==> src/int_flag_defines.svh <==
/*
 * Register offsets, field positions and reset values of the external pin
 * interrupt control register and the first peripheral flag register.
 * Assumes inclusion by bare name from any design file that needs them.
 */
`ifndef INT_FLAG_DEFINES_SVH
`define INT_FLAG_DEFINES_SVH

// register indices on the plain register port
`define EXT_CTRL_ADDR 2'h0
`define PFLAGS_ADDR 2'h1
`define REG_ADDR_W 2

// ext_pin_int_control fields
`define EXT_PIN2_PRIO_BIT 7
`define EXT_PIN1_PRIO_BIT 6
`define EXT_PIN2_EN_BIT 4
`define EXT_PIN1_EN_BIT 3
`define EXT_PIN2_FLAG_BIT 1
`define EXT_PIN1_FLAG_BIT 0
`define EXT_CTRL_RESET 8'hC0
`define EXT_PRIO_RESET 2'h3
`define EXT_EN_RESET 2'h0

// periph_int_flags_one fields
`define PF_PARALLEL_BIT 7
`define PF_CONVERTER_BIT 6
`define PF_SERIAL_RX_BIT 5
`define PF_SERIAL_TX_BIT 4
`define PF_SYNC_SERIAL_BIT 3
`define PF_CAPCOMP_BIT 2
`define PF_TIMER_B_BIT 1
`define PF_TIMER_A_BIT 0
`define PFLAGS_RESET 8'h00

`endif

==> src/int_flag_pkg.sv <==
/*
 * Types shared by the interrupt flag block: capture/compare mode encoding,
 * the bundle of peripheral event strobes and the control register layout.
 * Assumes nothing beyond a SystemVerilog compiler.
 */
package int_flag_pkg;

	typedef enum logic [2:0] {
		CAPCOMP_CAPTURE = 3'b001,
		CAPCOMP_COMPARE = 3'b010,
		CAPCOMP_PWM = 3'b100
	} capcomp_mode_e;

	// one-cycle strobes and levels from the peripherals, all on the system clock
	typedef struct packed {
		logic parallel_done;
		logic converter_done;
		logic rx_buffer_full;
		logic tx_buffer_empty;
		logic sync_serial_done;
		logic capture_event;
		logic compare_match;
		logic timer_b_match;
		logic timer_a_overflow;
	} periph_events_s;

	typedef struct packed {
		logic pin2_int_priority;
		logic pin1_int_priority;
		logic unused5;
		logic pin2_int_enable;
		logic pin1_int_enable;
		logic unused2;
		logic pin2_int_flag;
		logic pin1_int_flag;
	} ext_ctrl_s;

endpackage

==> src/sticky_flags.sv <==
/*
 * A vector of sticky flags: a set strobe raises a bit, a clear strobe drops
 * it, and a set in the same cycle as a clear wins.
 * Assumes set and clear come from logic on the same clock.
 */
`timescale 1ns/1ps

module sticky_flags #(
	parameter int WIDTH = 8
) (
	// clock and reset
	input wire logic clock,
	input wire logic rst_n,
	// strobes
	input wire logic [WIDTH-1:0] set,
	input wire logic [WIDTH-1:0] clear,
	// state
	output logic [WIDTH-1:0] flags
);

	logic [WIDTH-1:0] next_flags;

	// the set term is or-ed last so an event never loses to a clear
	assign next_flags = (flags & ~clear) | set;

	always_ff @(posedge clock or negedge rst_n) begin
		if (!rst_n) begin
			flags <= '0;
		end else begin
			flags <= next_flags;
		end
	end

endmodule

==> src/pin_edge_sync.sv <==
/*
 * Brings asynchronous interrupt pins into the clock domain through two
 * flip-flops and reports a one-cycle pulse on each rising edge.
 * Assumes each pin stays at a level for more than one clock period.
 */
`timescale 1ns/1ps

module pin_edge_sync #(
	parameter int WIDTH = 2
) (
	// clock and reset
	input wire logic clock,
	input wire logic rst_n,
	// pins
	input wire logic [WIDTH-1:0] pins,
	// edge pulses
	output logic [WIDTH-1:0] rise
);

	logic [WIDTH-1:0] meta;
	logic [WIDTH-1:0] synced;
	logic [WIDTH-1:0] prev;

	always_ff @(posedge clock or negedge rst_n) begin
		if (!rst_n) begin
			meta <= '0;
			synced <= '0;
			prev <= '0;
		end else begin
			meta <= pins;
			synced <= meta;
			prev <= synced;
		end
	end

	// edge polarity is fixed to rising; there is no edge selection
	assign rise = synced & ~prev;

endmodule

==> src/ext_int_and_periph_flag_regs.sv <==
/*
 * Flag, enable and priority logic for two external interrupt pins and the
 * first peripheral interrupt flag register, reached over a plain register
 * port with read data one cycle after the read strobe.
 * Assumes peripheral strobes are synchronous one-cycle pulses, the serial
 * buffer states are synchronous levels, and the pins are asynchronous.
 */
// Chosen here: the plain strobed port and the register offsets.
`timescale 1ns/1ps
`include "int_flag_defines.svh"

module ext_int_and_periph_flag_regs #(
	parameter bit HAS_PARALLEL_PORT = 1'b1
) (
	// clock and reset
	input wire logic clock,
	input wire logic arst_n,
	// register port
	input wire logic [`REG_ADDR_W-1:0] addr,
	input wire logic [7:0] wdata,
	input wire logic wr,
	input wire logic rd,
	output logic [7:0] rdata,
	// external interrupt pins, asynchronous
	input wire logic [1:0] int_pins,
	// peripheral events
	input wire int_flag_pkg::periph_events_s events,
	input wire int_flag_pkg::capcomp_mode_e capcomp_mode,
	// toward the processor's interrupt logic
	output logic [7:0] periph_flags,
	output logic [1:0] pin_req,
	output logic high_prio_req,
	output logic low_prio_req
);

	function automatic logic hit(input logic [`REG_ADDR_W-1:0] a,
		input logic [`REG_ADDR_W-1:0] target);
		hit = (a == target);
	endfunction

	// reset release is synchronised; assertion stays asynchronous
	logic rst_meta;
	logic rst_n;

	always_ff @(posedge clock or negedge arst_n) begin
		if (!arst_n) begin
			rst_meta <= 1'b0;
			rst_n <= 1'b0;
		end else begin
			rst_meta <= 1'b1;
			rst_n <= rst_meta;
		end
	end

	// register decode
	wire sel_ext = hit(addr, `EXT_CTRL_ADDR);
	wire sel_pf = hit(addr, `PFLAGS_ADDR);
	wire wr_ext = wr & sel_ext;
	wire wr_pf = wr & sel_pf;

	// pin flags
	logic [1:0] pin_rise;
	logic [1:0] pin_flag;
	logic [1:0] pin_flag_clear;

	pin_edge_sync #(
		.WIDTH(2)
	) u_pin_sync (
		.clock(clock),
		.rst_n(rst_n),
		.pins(int_pins),
		.rise(pin_rise)
	);

	assign pin_flag_clear[0] = wr_ext & ~wdata[`EXT_PIN1_FLAG_BIT];
	assign pin_flag_clear[1] = wr_ext & ~wdata[`EXT_PIN2_FLAG_BIT];

	// edges set the flags with no look at the enables, so polling works
	sticky_flags #(
		.WIDTH(2)
	) u_pin_flags (
		.clock(clock),
		.rst_n(rst_n),
		.set(pin_rise),
		.clear(pin_flag_clear),
		.flags(pin_flag)
	);

	// pin priority and enable bits
	logic [1:0] pin_prio;
	logic [1:0] pin_en;
	logic [1:0] next_pin_prio;
	logic [1:0] next_pin_en;

	assign next_pin_prio = wr_ext ?
		{wdata[`EXT_PIN2_PRIO_BIT], wdata[`EXT_PIN1_PRIO_BIT]} : pin_prio;
	assign next_pin_en = wr_ext ?
		{wdata[`EXT_PIN2_EN_BIT], wdata[`EXT_PIN1_EN_BIT]} : pin_en;

	always_ff @(posedge clock or negedge rst_n) begin
		if (!rst_n) begin
			pin_prio <= `EXT_PRIO_RESET;
			pin_en <= `EXT_EN_RESET;
		end else begin
			pin_prio <= next_pin_prio;
			pin_en <= next_pin_en;
		end
	end

	// request routing
	assign pin_req = pin_flag & pin_en;
	assign high_prio_req = |(pin_req & pin_prio);
	assign low_prio_req = |(pin_req & ~pin_prio);

	// peripheral sticky flags, in register order minus the two serial bits
	wire capcomp_hit =
		(capcomp_mode == int_flag_pkg::CAPCOMP_CAPTURE && events.capture_event) ||
		(capcomp_mode == int_flag_pkg::CAPCOMP_COMPARE && events.compare_match);
	logic [5:0] pf_set;
	logic [5:0] pf_clear;
	logic [5:0] pf_sticky;

	assign pf_set = {
		events.parallel_done & HAS_PARALLEL_PORT,
		events.converter_done,
		events.sync_serial_done,
		capcomp_hit,
		events.timer_b_match,
		events.timer_a_overflow
	};
	assign pf_clear = {6{wr_pf}} & ~{wdata[`PF_PARALLEL_BIT], wdata[`PF_CONVERTER_BIT],
		wdata[`PF_SYNC_SERIAL_BIT:`PF_TIMER_A_BIT]};

	sticky_flags #(
		.WIDTH(6)
	) u_periph_flags (
		.clock(clock),
		.rst_n(rst_n),
		.set(pf_set),
		.clear(pf_clear),
		.flags(pf_sticky)
	);

	// serial buffer states mirrored as read-only flags; writes leave them alone
	logic rx_flag;
	logic tx_flag;

	always_ff @(posedge clock or negedge rst_n) begin
		if (!rst_n) begin
			rx_flag <= 1'b0;
			tx_flag <= 1'b0;
		end else begin
			rx_flag <= events.rx_buffer_full;
			tx_flag <= events.tx_buffer_empty;
		end
	end

	assign periph_flags = {pf_sticky[5:4], rx_flag, tx_flag, pf_sticky[3:0]};

	// read path; unmapped indices read zero
	int_flag_pkg::ext_ctrl_s ext_view;
	logic [7:0] next_rdata;

	assign ext_view = '{
		pin2_int_priority: pin_prio[1],
		pin1_int_priority: pin_prio[0],
		unused5: 1'b0,
		pin2_int_enable: pin_en[1],
		pin1_int_enable: pin_en[0],
		unused2: 1'b0,
		pin2_int_flag: pin_flag[1],
		pin1_int_flag: pin_flag[0]
	};
	assign next_rdata = !rd ? 8'h00 :
		sel_ext ? ext_view :
		sel_pf ? periph_flags : 8'h00;

	// data stands only in the cycle after the strobe
	always_ff @(posedge clock or negedge rst_n) begin
		if (!rst_n) begin
			rdata <= 8'h00;
		end else begin
			rdata <= next_rdata;
		end
	end
endmodule

==> config.mk <==
export PLATFORM = sky130hd
export DESIGN_NAME = ext_int_and_periph_flag_regs
export DESIGN_NICKNAME = d
export VERILOG_FILES = /design/src/int_flag_pkg.sv /design/src/sticky_flags.sv /design/src/pin_edge_sync.sv /design/src/ext_int_and_periph_flag_regs.sv
export VERILOG_INCLUDE_DIRS = /design/src
export SDC_FILE = /design/constraint.sdc
export NUM_CORES = 1
export LEC_CHECK = 0
export BUFFER_PORTS_ARGS = -buffer_cell sky130_fd_sc_hd__buf_4
export CAP_MARGIN = 20
export CELL_PAD_IN_SITES_DETAIL_PLACEMENT = 1
export CELL_PAD_IN_SITES_GLOBAL_PLACEMENT = 1
export CORE_MARGIN = 3
export CORE_UTILIZATION = 40
export CTS_BUF_LIST = sky130_fd_sc_hd__clkbuf_4
export CTS_CLUSTER_DIAMETER = 50
export DETAILED_ROUTE_END_ITERATION = 10
export MAX_ROUTING_LAYER = met4
export PLACE_DENSITY = 0.91
export SETUP_SLACK_MARGIN = 0.02
export SLEW_MARGIN = 20
export SYNTH_ARGS = -nofsm -noshare
export SYNTH_HDL_FRONTEND = slang
export SYNTH_SLANG_ARGS = --single-unit
==> constraint.sdc <==
create_clock -name clock -period 2.2 [get_ports clock]
set_input_delay 0 -clock clock [delete_from_list [all_inputs] [get_ports clock]]
set_output_delay 0 -clock clock [all_outputs]
set_load 0.02 [all_outputs]
Word-level counts from Yosys, hierarchy flattened
Cells that the tools add are included.
- equal/unequal tests: 3
- mux-type cells: 3
- bitwise operators: 20
- reduce and logical (&&, ||, !) cells: 6
- operators by type and width (cell ; count):
    two-way mux 8 bit ; 3
    bitwise AND 6 bit ; 2
    NOT 6 bit ; 2
    bitwise AND 2 bit ; 5
    NOT 2 bit ; 3
    bitwise OR 6 bit ; 1
    bitwise AND 1 bit ; 4
    OR reduction 2 bit ; 2
    equality test 3 x 1 -> 1 bit, second input constant ; 1
    equality test 3 x 2 -> 1 bit, second input constant ; 1
    equality test 2 x 1 -> 1 bit, second input constant ; 1
    logical AND 1 bit ; 2
    logical NOT 2 bit ; 1
    NOT 1 bit ; 2
    bitwise OR 2 bit ; 1
    logical OR 1 bit ; 1
- flip-flop bits (word level): 30
- bits of input ports: 28
- output and inout bits: 20
- logic and storage cells: 44

Longest topological paths before layout
Gate-level depths: netlist (run 1).
- depth in word-level cells: 6
- depth in mapped cells: 3
- mapped depth without buffers: 3

Cells and area by module
A second synthesis (run 1) with hierarchy kept.
- cells, all modules: 94
- area, all modules: 1182.4 µm²
- by module, submodules not included (module ; times used ; cells an instance ; area each (µm²) ; seq. area each (µm²)):
    ext_int_and_periph_flag_regs ; 1 ; 62 ; 714.4 ; 402.9
    sticky_flags (u_periph_flags) ; 1 ; 18 ; 217.7 ; 150.1
    pin_edge_sync ; 1 ; 8 ; 177.7 ; 150.1
    sticky_flags (u_pin_flags) ; 1 ; 6 ; 72.6 ; 50.0

Worst setup path before layout (run 1)
Ideal clock, no wire load.
- path type: input -> register
- from: input addr[0]
- to: register pin_en[0]
- library setup time: 0.125 ns
- arrival: 0.766 ns
- required time: 2.075 ns
- slack: 1.309 ns
- stages on the path: 3
- path buffers: 1
- cells stage by stage: buf_6 nor3b_4 mux2_2
- cells in the longest elaborated chain, start to end: 2
- ends and longest elaborated chain (what ; line ; text):
    start, declared ; ext_int_and_periph_flag_regs.sv:19 ; input wire logic [`REG_ADDR_W-1:0] addr,
    logical NOT 2 bit ; ext_int_and_periph_flag_regs.sv:38 ; hit = (a == target);
    bitwise AND 1 bit ; ext_int_and_periph_flag_regs.sv:58 ; wire wr_ext = wr & sel_ext;
    end signal, assigned ; ext_int_and_periph_flag_regs.sv:103 ; pin_en <= `EXT_EN_RESET;
    end signal, assigned ; ext_int_and_periph_flag_regs.sv:106 ; pin_en <= next_pin_en;
    end, declared ; ext_int_and_periph_flag_regs.sv:91 ; logic [1:0] pin_en;
Every way passes these cells.
A chain may end at the register's enable or synchronous reset.

Final worst setup path (run 1)
- from: register u_pin_flags.flags[0]
- to: output high_prio_req
- cells in the longest elaborated chain, start to end: 3
- ends and longest elaborated chain (what ; line ; text):
    start, declared ; sticky_flags.sv:18 ; output logic [WIDTH-1:0] flags
    start signal, assigned ; sticky_flags.sv:30 ; flags <= next_flags;
    bitwise AND 2 bit ; ext_int_and_periph_flag_regs.sv:111 ; assign pin_req = pin_flag & pin_en;
    bitwise AND 2 bit ; ext_int_and_periph_flag_regs.sv:112 ; assign high_prio_req = |(pin_req & pin_prio);
    OR reduction 2 bit ; ext_int_and_periph_flag_regs.sv:112 ;
    end, declared ; ext_int_and_periph_flag_regs.sv:32 ; output logic high_prio_req,
Every way passes these cells.

==> results of run 1 <==
-- cells in the mapped netlist --
cell	number	area, um^2
clkbuf_1	1	3.75
dfrtp_1	28	701
dfstp_2	2	52.6
nor4bb_1	2	20.0
o221ai_1	2	17.5
nand2b_1	1	6.26
mux2i_1	6	60.1
buf_4	2	15.0
inv_1	6	22.5
nor3b_4	1	18.8
mux2_2	4	45.0
a21oi_1	5	25.0
a22o_1	1	8.76
buf_6	1	11.3
nor2_1	18	67.6
o22ai_1	1	6.26
nand2_1	6	22.5
a211o_1	1	8.76
nand4bb_1	1	11.3
and3b_2	1	10.0
conb_1	1	3.75
-- power by group through the flow --
stage	Clock, mW	Combinational, mW	Sequential (mW)
CTS	0.329	0.258	0.629
finish	0.320	0.262	0.630
global placement	0	0.222	0.635
floorplan	0	0.0973	0.653
detailed placement	0	0.230	0.640
global route	0.354	0.281	0.636
-- logic make-up after synthesis --
family | after synthesis | share of synthesized area
other | 1 | 0.00330
buffers and inverters | 10 | 0.0462
muxes | 10 | 0.0924
AOI/OAI and AO/OA | 10 | 0.0583
DFF | 30 | 0.662
and+or+nand+nor | 30 | 0.138
-- through the flow --
step,std cells,utilization
final,191,0.672
after global routing,191,0.672
after CTS,191,0.672
after detailed placement,164,0.578
after global placement,164,0.578
after floorplan,91,-
-- area by class of cell --
cell class                      count  share of cell area
Clock inverter                      2             0.00503
Inverter                            6              0.0129
Clock buffer                        6              0.0259
Timing Repair Buffer               66               0.312
Multi-Input combinational cell     51               0.190
Sequential cell                    30               0.432
Tap cell                           30              0.0216
-- how the worst max path moves through the flow --
stage | start | to | slack (ps) | depth (start not counted)
4_1_cts | u_pin_flags.flags[0]$_DFF_PN0_ | high_prio_req | 870 | 4
3_3_place_gp | addr[0] | pin_en[0]$_DFFE_PN0N_ | 1150 | 3
2_1_floorplan | rst_n$_DFF_PN0_ | pin_en[0]$_DFFE_PN0N_ | 1310 | 0
5_1_grt | u_pin_flags.flags[1]$_DFF_PN0_ | high_prio_req | 780 | 4
6_report | u_pin_flags.flags[0]$_DFF_PN0_ | high_prio_req | 850 | 4
3_5_place_dp | addr[0] | pin_en[0]$_DFFE_PN0N_ | 1130 | 3
-- registers in the layout (all words and copies together), names as in the netlist --
name                  cells
pin_en                    2
pin_prio                  2
rdata                     8
rst_meta                  1
rst_n                     1
rx_flag                   1
tx_flag                   1
u_periph_flags.flags      6
u_pin_flags.flags         2
u_pin_sync.meta           2
u_pin_sync.prev           2
u_pin_sync.synced         2
-- routing by layer --
metal | vias up | GRT usage
li1 | 439 | -
met3 | 8 | 0.0763
met5 | - | -
met2 | 42 | 0.371
met4 | 0 | 0.0906
met1 | 458 | 0.226
==> metrics.log, run 1 <==
[metrics] Reg-to-Reg End: pin_prio[1]$_DFFE_PN1N_
[metrics] maximum clock frequency: 739 MHz
[metrics] antenna-violating nets left: 0
[metrics] slew of the pin with the lowest slew margin: between 500 and 600 ps
[metrics] ratio of cells with drive above 1 in the final layout: 0.385
[metrics] sequential cell area: ~750 um^2
[metrics] worst path setup slack after routing: between 800 and 900 ps
[metrics] peak ir drop on the vdd network: 0.544 mV
[metrics] minimum clock period after layout: 1350 ps
[metrics] global-route wire length before repair: between 5 and 6 mm
[metrics] final antenna diode count: 0
[metrics] switching portion of total power: 0.288
[metrics] Nets: roughly 190
[metrics] CP arrival: between 1000 and 1500 ps
[metrics] most common library cell in the layout ignoring fill and taps: buf_4
[metrics] Sinks on Clock Net: 30
[metrics] area of the core: roughly 0.0026 mm^2
[metrics] Final Hold Fails: 0
[metrics] H-tree lvl count: 2
[metrics] die width: 59.3 um
[metrics] number of nets in the synthesized netlist: between 100 and 150
[metrics] Routed wire per std cell: 17.6 um
[metrics] clock insertion delay at the later pin of the skew report: 340 ps
[metrics] initial core utilization: 0.439
[metrics] gr usage total: 0.218
[metrics] number of global-route vias before repair: 1106
[metrics] share of the yosys chip area belonging to registers: 0.662
[metrics] number of warnings reported in the yosys synthesis log: 0
[metrics] GR Overflow Total: 0
[metrics] total setup violations reported at the end of the flow: 0
[metrics] worst reg2reg startpoint: rst_n$_DFF_PN0_
[metrics] number of cells on the worst hold path: 3
[metrics] Cell Area, Placed: 0.00150 mm^2
[metrics] Boundary Pins: between 40 and 50
[metrics] share of total power in the clock network: 0.264
[metrics] design area: 0.00174 mm^2
[metrics] leakage: 0.869 nW
[metrics] Vias: 947
[metrics] maximum count of clock buffers along a single path: 2
[metrics] floorplan die area: 0.00352 mm^2
[metrics] TritonCTS Buffers: 5
[metrics] total negative slack: 0 ps
[metrics] maximum single-stage delay on the critical path: 430 ps
[metrics] count of instances resized after the clock tree is built: 0
[metrics] Setup crit start kind: flip-flop
[metrics] Std-Cell Rows: 18
[metrics] summed instance area of the synthesized netlist: 0.00114 mm^2
[metrics] total buffers and inverters traversed by the critical path: 2
[metrics] setup repair after global routing missed its margin: no
[metrics] required time worst endpoint: 2200 ps
[metrics] nature of the critical path endpoint: output port
[metrics] top cell family by delay on the critical path: flip-flops
[metrics] Gate Count Post-Synth: a little over 90
[metrics] Worst Clk Skew: around 6.1 ps
[metrics] WL met2: roughly 1.7 mm
[metrics] number of cells on the worst reg-to-reg path: 1
[metrics] antenna violations before repair: 0
[metrics] DRC violation count after routing: 0
[metrics] highest-delay cell along the critical path: dfrtp_1
[metrics] type of the setup path with the least slack: reg2out
[metrics] worst-case register-to-register setup slack: 1270 ps
[metrics] Max FO, Critical Path: 4
[metrics] switching power total: 0.349 mW
[metrics] clk slew on worst S/H paths: roughly 90 ps
[metrics] register share of total power: 0.520
[metrics] number of buffers added to fix hold violations after cts: 19
[metrics] Slew HR: 0.609
[metrics] overall power: 1.21 mW
[metrics] most frequent cells in the layout: buf_4 (47), dfrtp_1 (28), dlygate4sd3_1 (19)
[metrics] register bit total from synthesis: 30
[metrics] maximum number of pins on one net before global-route repair: 16
[metrics] Area Growth Syn to Fin: 53.1%
[metrics] DR vias/cell: 4.96
[metrics] Pre-antenna DRT Iters: 4
[metrics] Max-Cap Viols: 0
[metrics] worst hold margin: 35.0 ps
[metrics] routability congestion estimate: between 0.7 and 0.8
[metrics] Period Utilization, post-route: 0.615
[metrics] combined area of the multi-input logic cells: between 300 and 400 um^2
[metrics] Filler Cells Inserted: between 200 and 300
[metrics] number of DRC violations after detailed-routing iteration 0: 19
[metrics] met1 WL: roughly 1.3 mm
[metrics] routed wl met3: approximately 260 um
[metrics] Setup Buffers After CTS: 0
[metrics] Root Driver: clkbuf_4
[metrics] status: completed
[metrics] post-DP HPWL: 2.08 mm
[metrics] ordered cell list for the critical path: nand2_1 > inv_1 > a22o_1 > buf_4
[metrics] worst hold path type: in2reg
[metrics] combinational power share: 0.216
[metrics] number of pins with negative max-slew slack in the final report: 0
[metrics] final routed wirelength across all metal layers: 3.36 mm
[metrics] internal portion of total power: 0.863 mW
[metrics] count of cell types in the netlist: 21
[metrics] DR top layer: met4
[metrics] number of input and output port buffers inserted: 46
[metrics] power density of the placed cells: 696 mW/mm^2
[metrics] Vert. Die Dim: 59.3 um
[metrics] Hold Crit Start: wr
[metrics] worst slack, placed: 1130 ps
[metrics] mean area per synthesized cell: 12.5 um^2
[metrics] TritonCTS clock tree: done
[metrics] endpoint of the worst hold-timing path: u_periph_flags.flags[2]$_DFF_PN0_
Power figures use the tool's default switching activity.
==> run 2: changes to the inputs <==
--- a/config.mk
+++ b/config.mk
@@ -11,12 +11,12 @@
 export CELL_PAD_IN_SITES_DETAIL_PLACEMENT = 1
 export CELL_PAD_IN_SITES_GLOBAL_PLACEMENT = 1
 export CORE_MARGIN = 3
-export CORE_UTILIZATION = 40
+export CORE_UTILIZATION = 37
 export CTS_BUF_LIST = sky130_fd_sc_hd__clkbuf_4
 export CTS_CLUSTER_DIAMETER = 50
 export DETAILED_ROUTE_END_ITERATION = 10
 export MAX_ROUTING_LAYER = met4
-export PLACE_DENSITY = 0.91
+export PLACE_DENSITY = 0.86
 export SETUP_SLACK_MARGIN = 0.02
 export SLEW_MARGIN = 20
 export SYNTH_ARGS = -nofsm -noshare
==> constraint.sdc (replaced) <==
create_clock -name clock -period 1.25 [get_ports clock]
set_input_delay 0 -clock clock [delete_from_list [all_inputs] [get_ports clock]]
set_output_delay 0 -clock clock [all_outputs]
set_load 0.02 [all_outputs]
==> run 2 against run 1 <==
- critical path depth stayed put
- cell count rose by 4.2%
- combinational power up 97%
- clock power is 74% higher
- register-to-register slack got worse by 1000 ps
- sequential power up 75%
- largest cell class unchanged
- the run now ends with setup timing left
- die area rose by 7.3%
- core utilization fell by 4.1 points
- non-clock buffer count increased by 7
- critical path type unchanged
==> metrics.log, run 2 (synthesized netlist as in run 1, its figures left out) <==
[metrics] antenna violations before repair: 0
[metrics] GR Overflow Total: 0
[metrics] antenna-violating nets left: 0
[metrics] Area Growth Syn to Fin: 58.4%
[metrics] routability congestion estimate: 0.694
[metrics] clock insertion delay at the later pin of the skew report: 350 ps
[metrics] CP arrival: around 1300 ps
[metrics] Final Hold Fails: 0
[metrics] total setup violations reported at the end of the flow: 1
[metrics] worst hold path type: in2reg
[metrics] worst path setup slack after routing: -7.72 ps
[metrics] post-DP HPWL: 2.20 mm
[metrics] DRC violation count after routing: 0
[metrics] status: complete, but fails checks
[metrics] clk slew on worst S/H paths: ~100 ps
[metrics] Std-Cell Rows: 19
[metrics] Vias: roughly 1000
[metrics] type of the setup path with the least slack: reg2out
[metrics] worst slack, placed: 192 ps
[metrics] ratio of cells with drive above 1 in the final layout: 0.411
[metrics] Max FO, Critical Path: 2
[metrics] maximum count of clock buffers along a single path: 2
[metrics] floorplan die area: between 0.003 and 0.004 mm^2
[metrics] number of input and output port buffers inserted: 46
[metrics] most common library cell in the layout ignoring fill and taps: buf_4
[metrics] Setup crit start kind: flip-flop
[metrics] M2 GR Usage: 0.385
[metrics] maximum number of pins on one net before global-route repair: 17
[metrics] maximum clock frequency: 795 MHz
[metrics] setup repair after global routing missed its margin: yes
[metrics] final antenna diode count: 0
[metrics] initial core utilization: 0.399
[metrics] nature of the critical path endpoint: output port
[metrics] Vert. Die Dim: 61.4 um
[metrics] met3 Track Usage GR: 0.0608
[metrics] global-route wire length before repair: 5.37 mm
[metrics] violations in the final reports: setup timing
[metrics] Sinks on Clock Net: 30
[metrics] number of pins with negative max-slew slack in the final report: 0
[metrics] most frequent cells in the layout: buf_4 (52), dfrtp_1 (28), dlygate4sd3_1 (20)
[metrics] Period Utilization, post-route: 1.01
[metrics] total negative slack: -7.72 ps
[metrics] power density of the placed cells: 1210 mW/mm^2
[metrics] Worst Clk Skew: 8.03 ps
[metrics] Root Driver: clkbuf_4
[metrics] largest register by flop count: rdata
[metrics] area of the core: 0.00285 mm^2
[metrics] Nets: 195
[metrics] Routed wire per std cell: around 18 um
[metrics] H-tree lvl count: 2
[metrics] utilization after layout: 0.632
[metrics] max FFs per register: 8
[metrics] layer with the highest usage after global routing: met2
[metrics] TritonCTS Buffers: 5
[metrics] Pre-antenna DRT Iters: 4
[metrics] gr usage total: 0.221
[metrics] peak ir drop on the vdd network: 0.810 mV
[metrics] leakage: 0.895 nW
[metrics] Max-Cap Viols: 0
[metrics] die width: 61.4 um
[metrics] number of DRC violations after detailed-routing iteration 0: between 50 and 60
[metrics] Boundary Pins: 48
[metrics] DR vias/cell: 5.06
[metrics] largest registers: rdata: 8 flops, u_periph_flags.flags: 6 flops
[metrics] TritonCTS clock tree: done
[metrics] worst hold margin: approximately 18 ps
[metrics] final routed wirelength across all metal layers: 3.61 mm
[metrics] met1 capacity usage during global routing: 0.213
[metrics] minimum clock period after layout: 1260 ps
[metrics] required time worst endpoint: 1250 ps
[metrics] number of global-route vias before repair: 1072
==> run 2: changes by cell type in the layout (fill, tap and decap cells not counted), sizes merged <==
| cell | previous run | this run |
|---|---|---|
| clkinv | 2 | 3 |
| dlygate4sd3 | 19 | 20 |
| clkbuf | 6 | 5 |
| buf | 47 | 53 |
==> run 2: per-layer routing <==
layer	wire length [um]	part of all wire
met4	133	0.037
met1	1280	0.35
met5	0	0
met2	1940	0.54
met3	265	0.073
==> run 2: where the power goes <==
part / total [mW] / switching [mW] / leakage (nW) / internal [mW]
Clock: 0.557 / 0.358 / 0.0277 / 0.200
Combinational: 0.517 / 0.247 / 0.525 / 0.270
Sequential: 1.10 / 0.0533 / 0.343 / 1.05
==> run 2: final cells by class <==
cell class                      count  area, um^2
Fill cell                         301        1050
Tap cell                           31        38.8
Inverter                            6        22.5
Clock buffer                        5        37.5
Clock inverter                      3        11.3
Multi-Input combinational cell     51         337
Sequential cell                    30         753
Timing Repair Buffer               73         602
==> run 2: what timing repair did <==
action	CTS	global route
pin swaps	2	1
resized for setup	2	2
setup endpoints to repair	1	1
hold endpoints to repair	18	2
setup buffers	4	1
hold buffers	18	2
==> run 2: worst paths after layout <==
| kind | from | end | slack [ps] | cells after the start |
|---|---|---|---|---|
| max reg2reg | u_pin_flags.flags[1]$_DFF_PN0_ | rdata[1]$_DFF_PN0_ | 270 | 4 |
| min | wr | u_periph_flags.flags[2]$_DFF_PN0_ | 20 | 3 |
| max in group asynchronous | arst_n | rst_meta$_DFF_PN0_ | 610 | 3 |
| max | pin_en[0]$_DFFE_PN0N_ | high_prio_req | -8 | 4 |
| min reg2reg | rst_n$_DFF_PN0_ | pin_en[1]$_DFFE_PN0N_ | 210 | 1 |
| min in group asynchronous | rst_n$_DFF_PN0_ | pin_en[1]$_DFFE_PN0N_ | 210 | 1 |
==> run 2: worst max-delay path, cell delays in order (launching register included) <==
cell and delay, ps:
dfrtp_1 420, nand2_2 90, inv_2 40, a22o_1 210, buf_6 130
==> run 2: per-stage QoR <==
stage                     instances  area [um^2]  power (mW)
after floorplan                  91         1140        1.32
after global placement          166         1510        1.51
after detailed placement        166         1510        1.54
after CTS                       196         1770        2.13
after global routing            199         1800        2.27
final                           199         1800        2.18
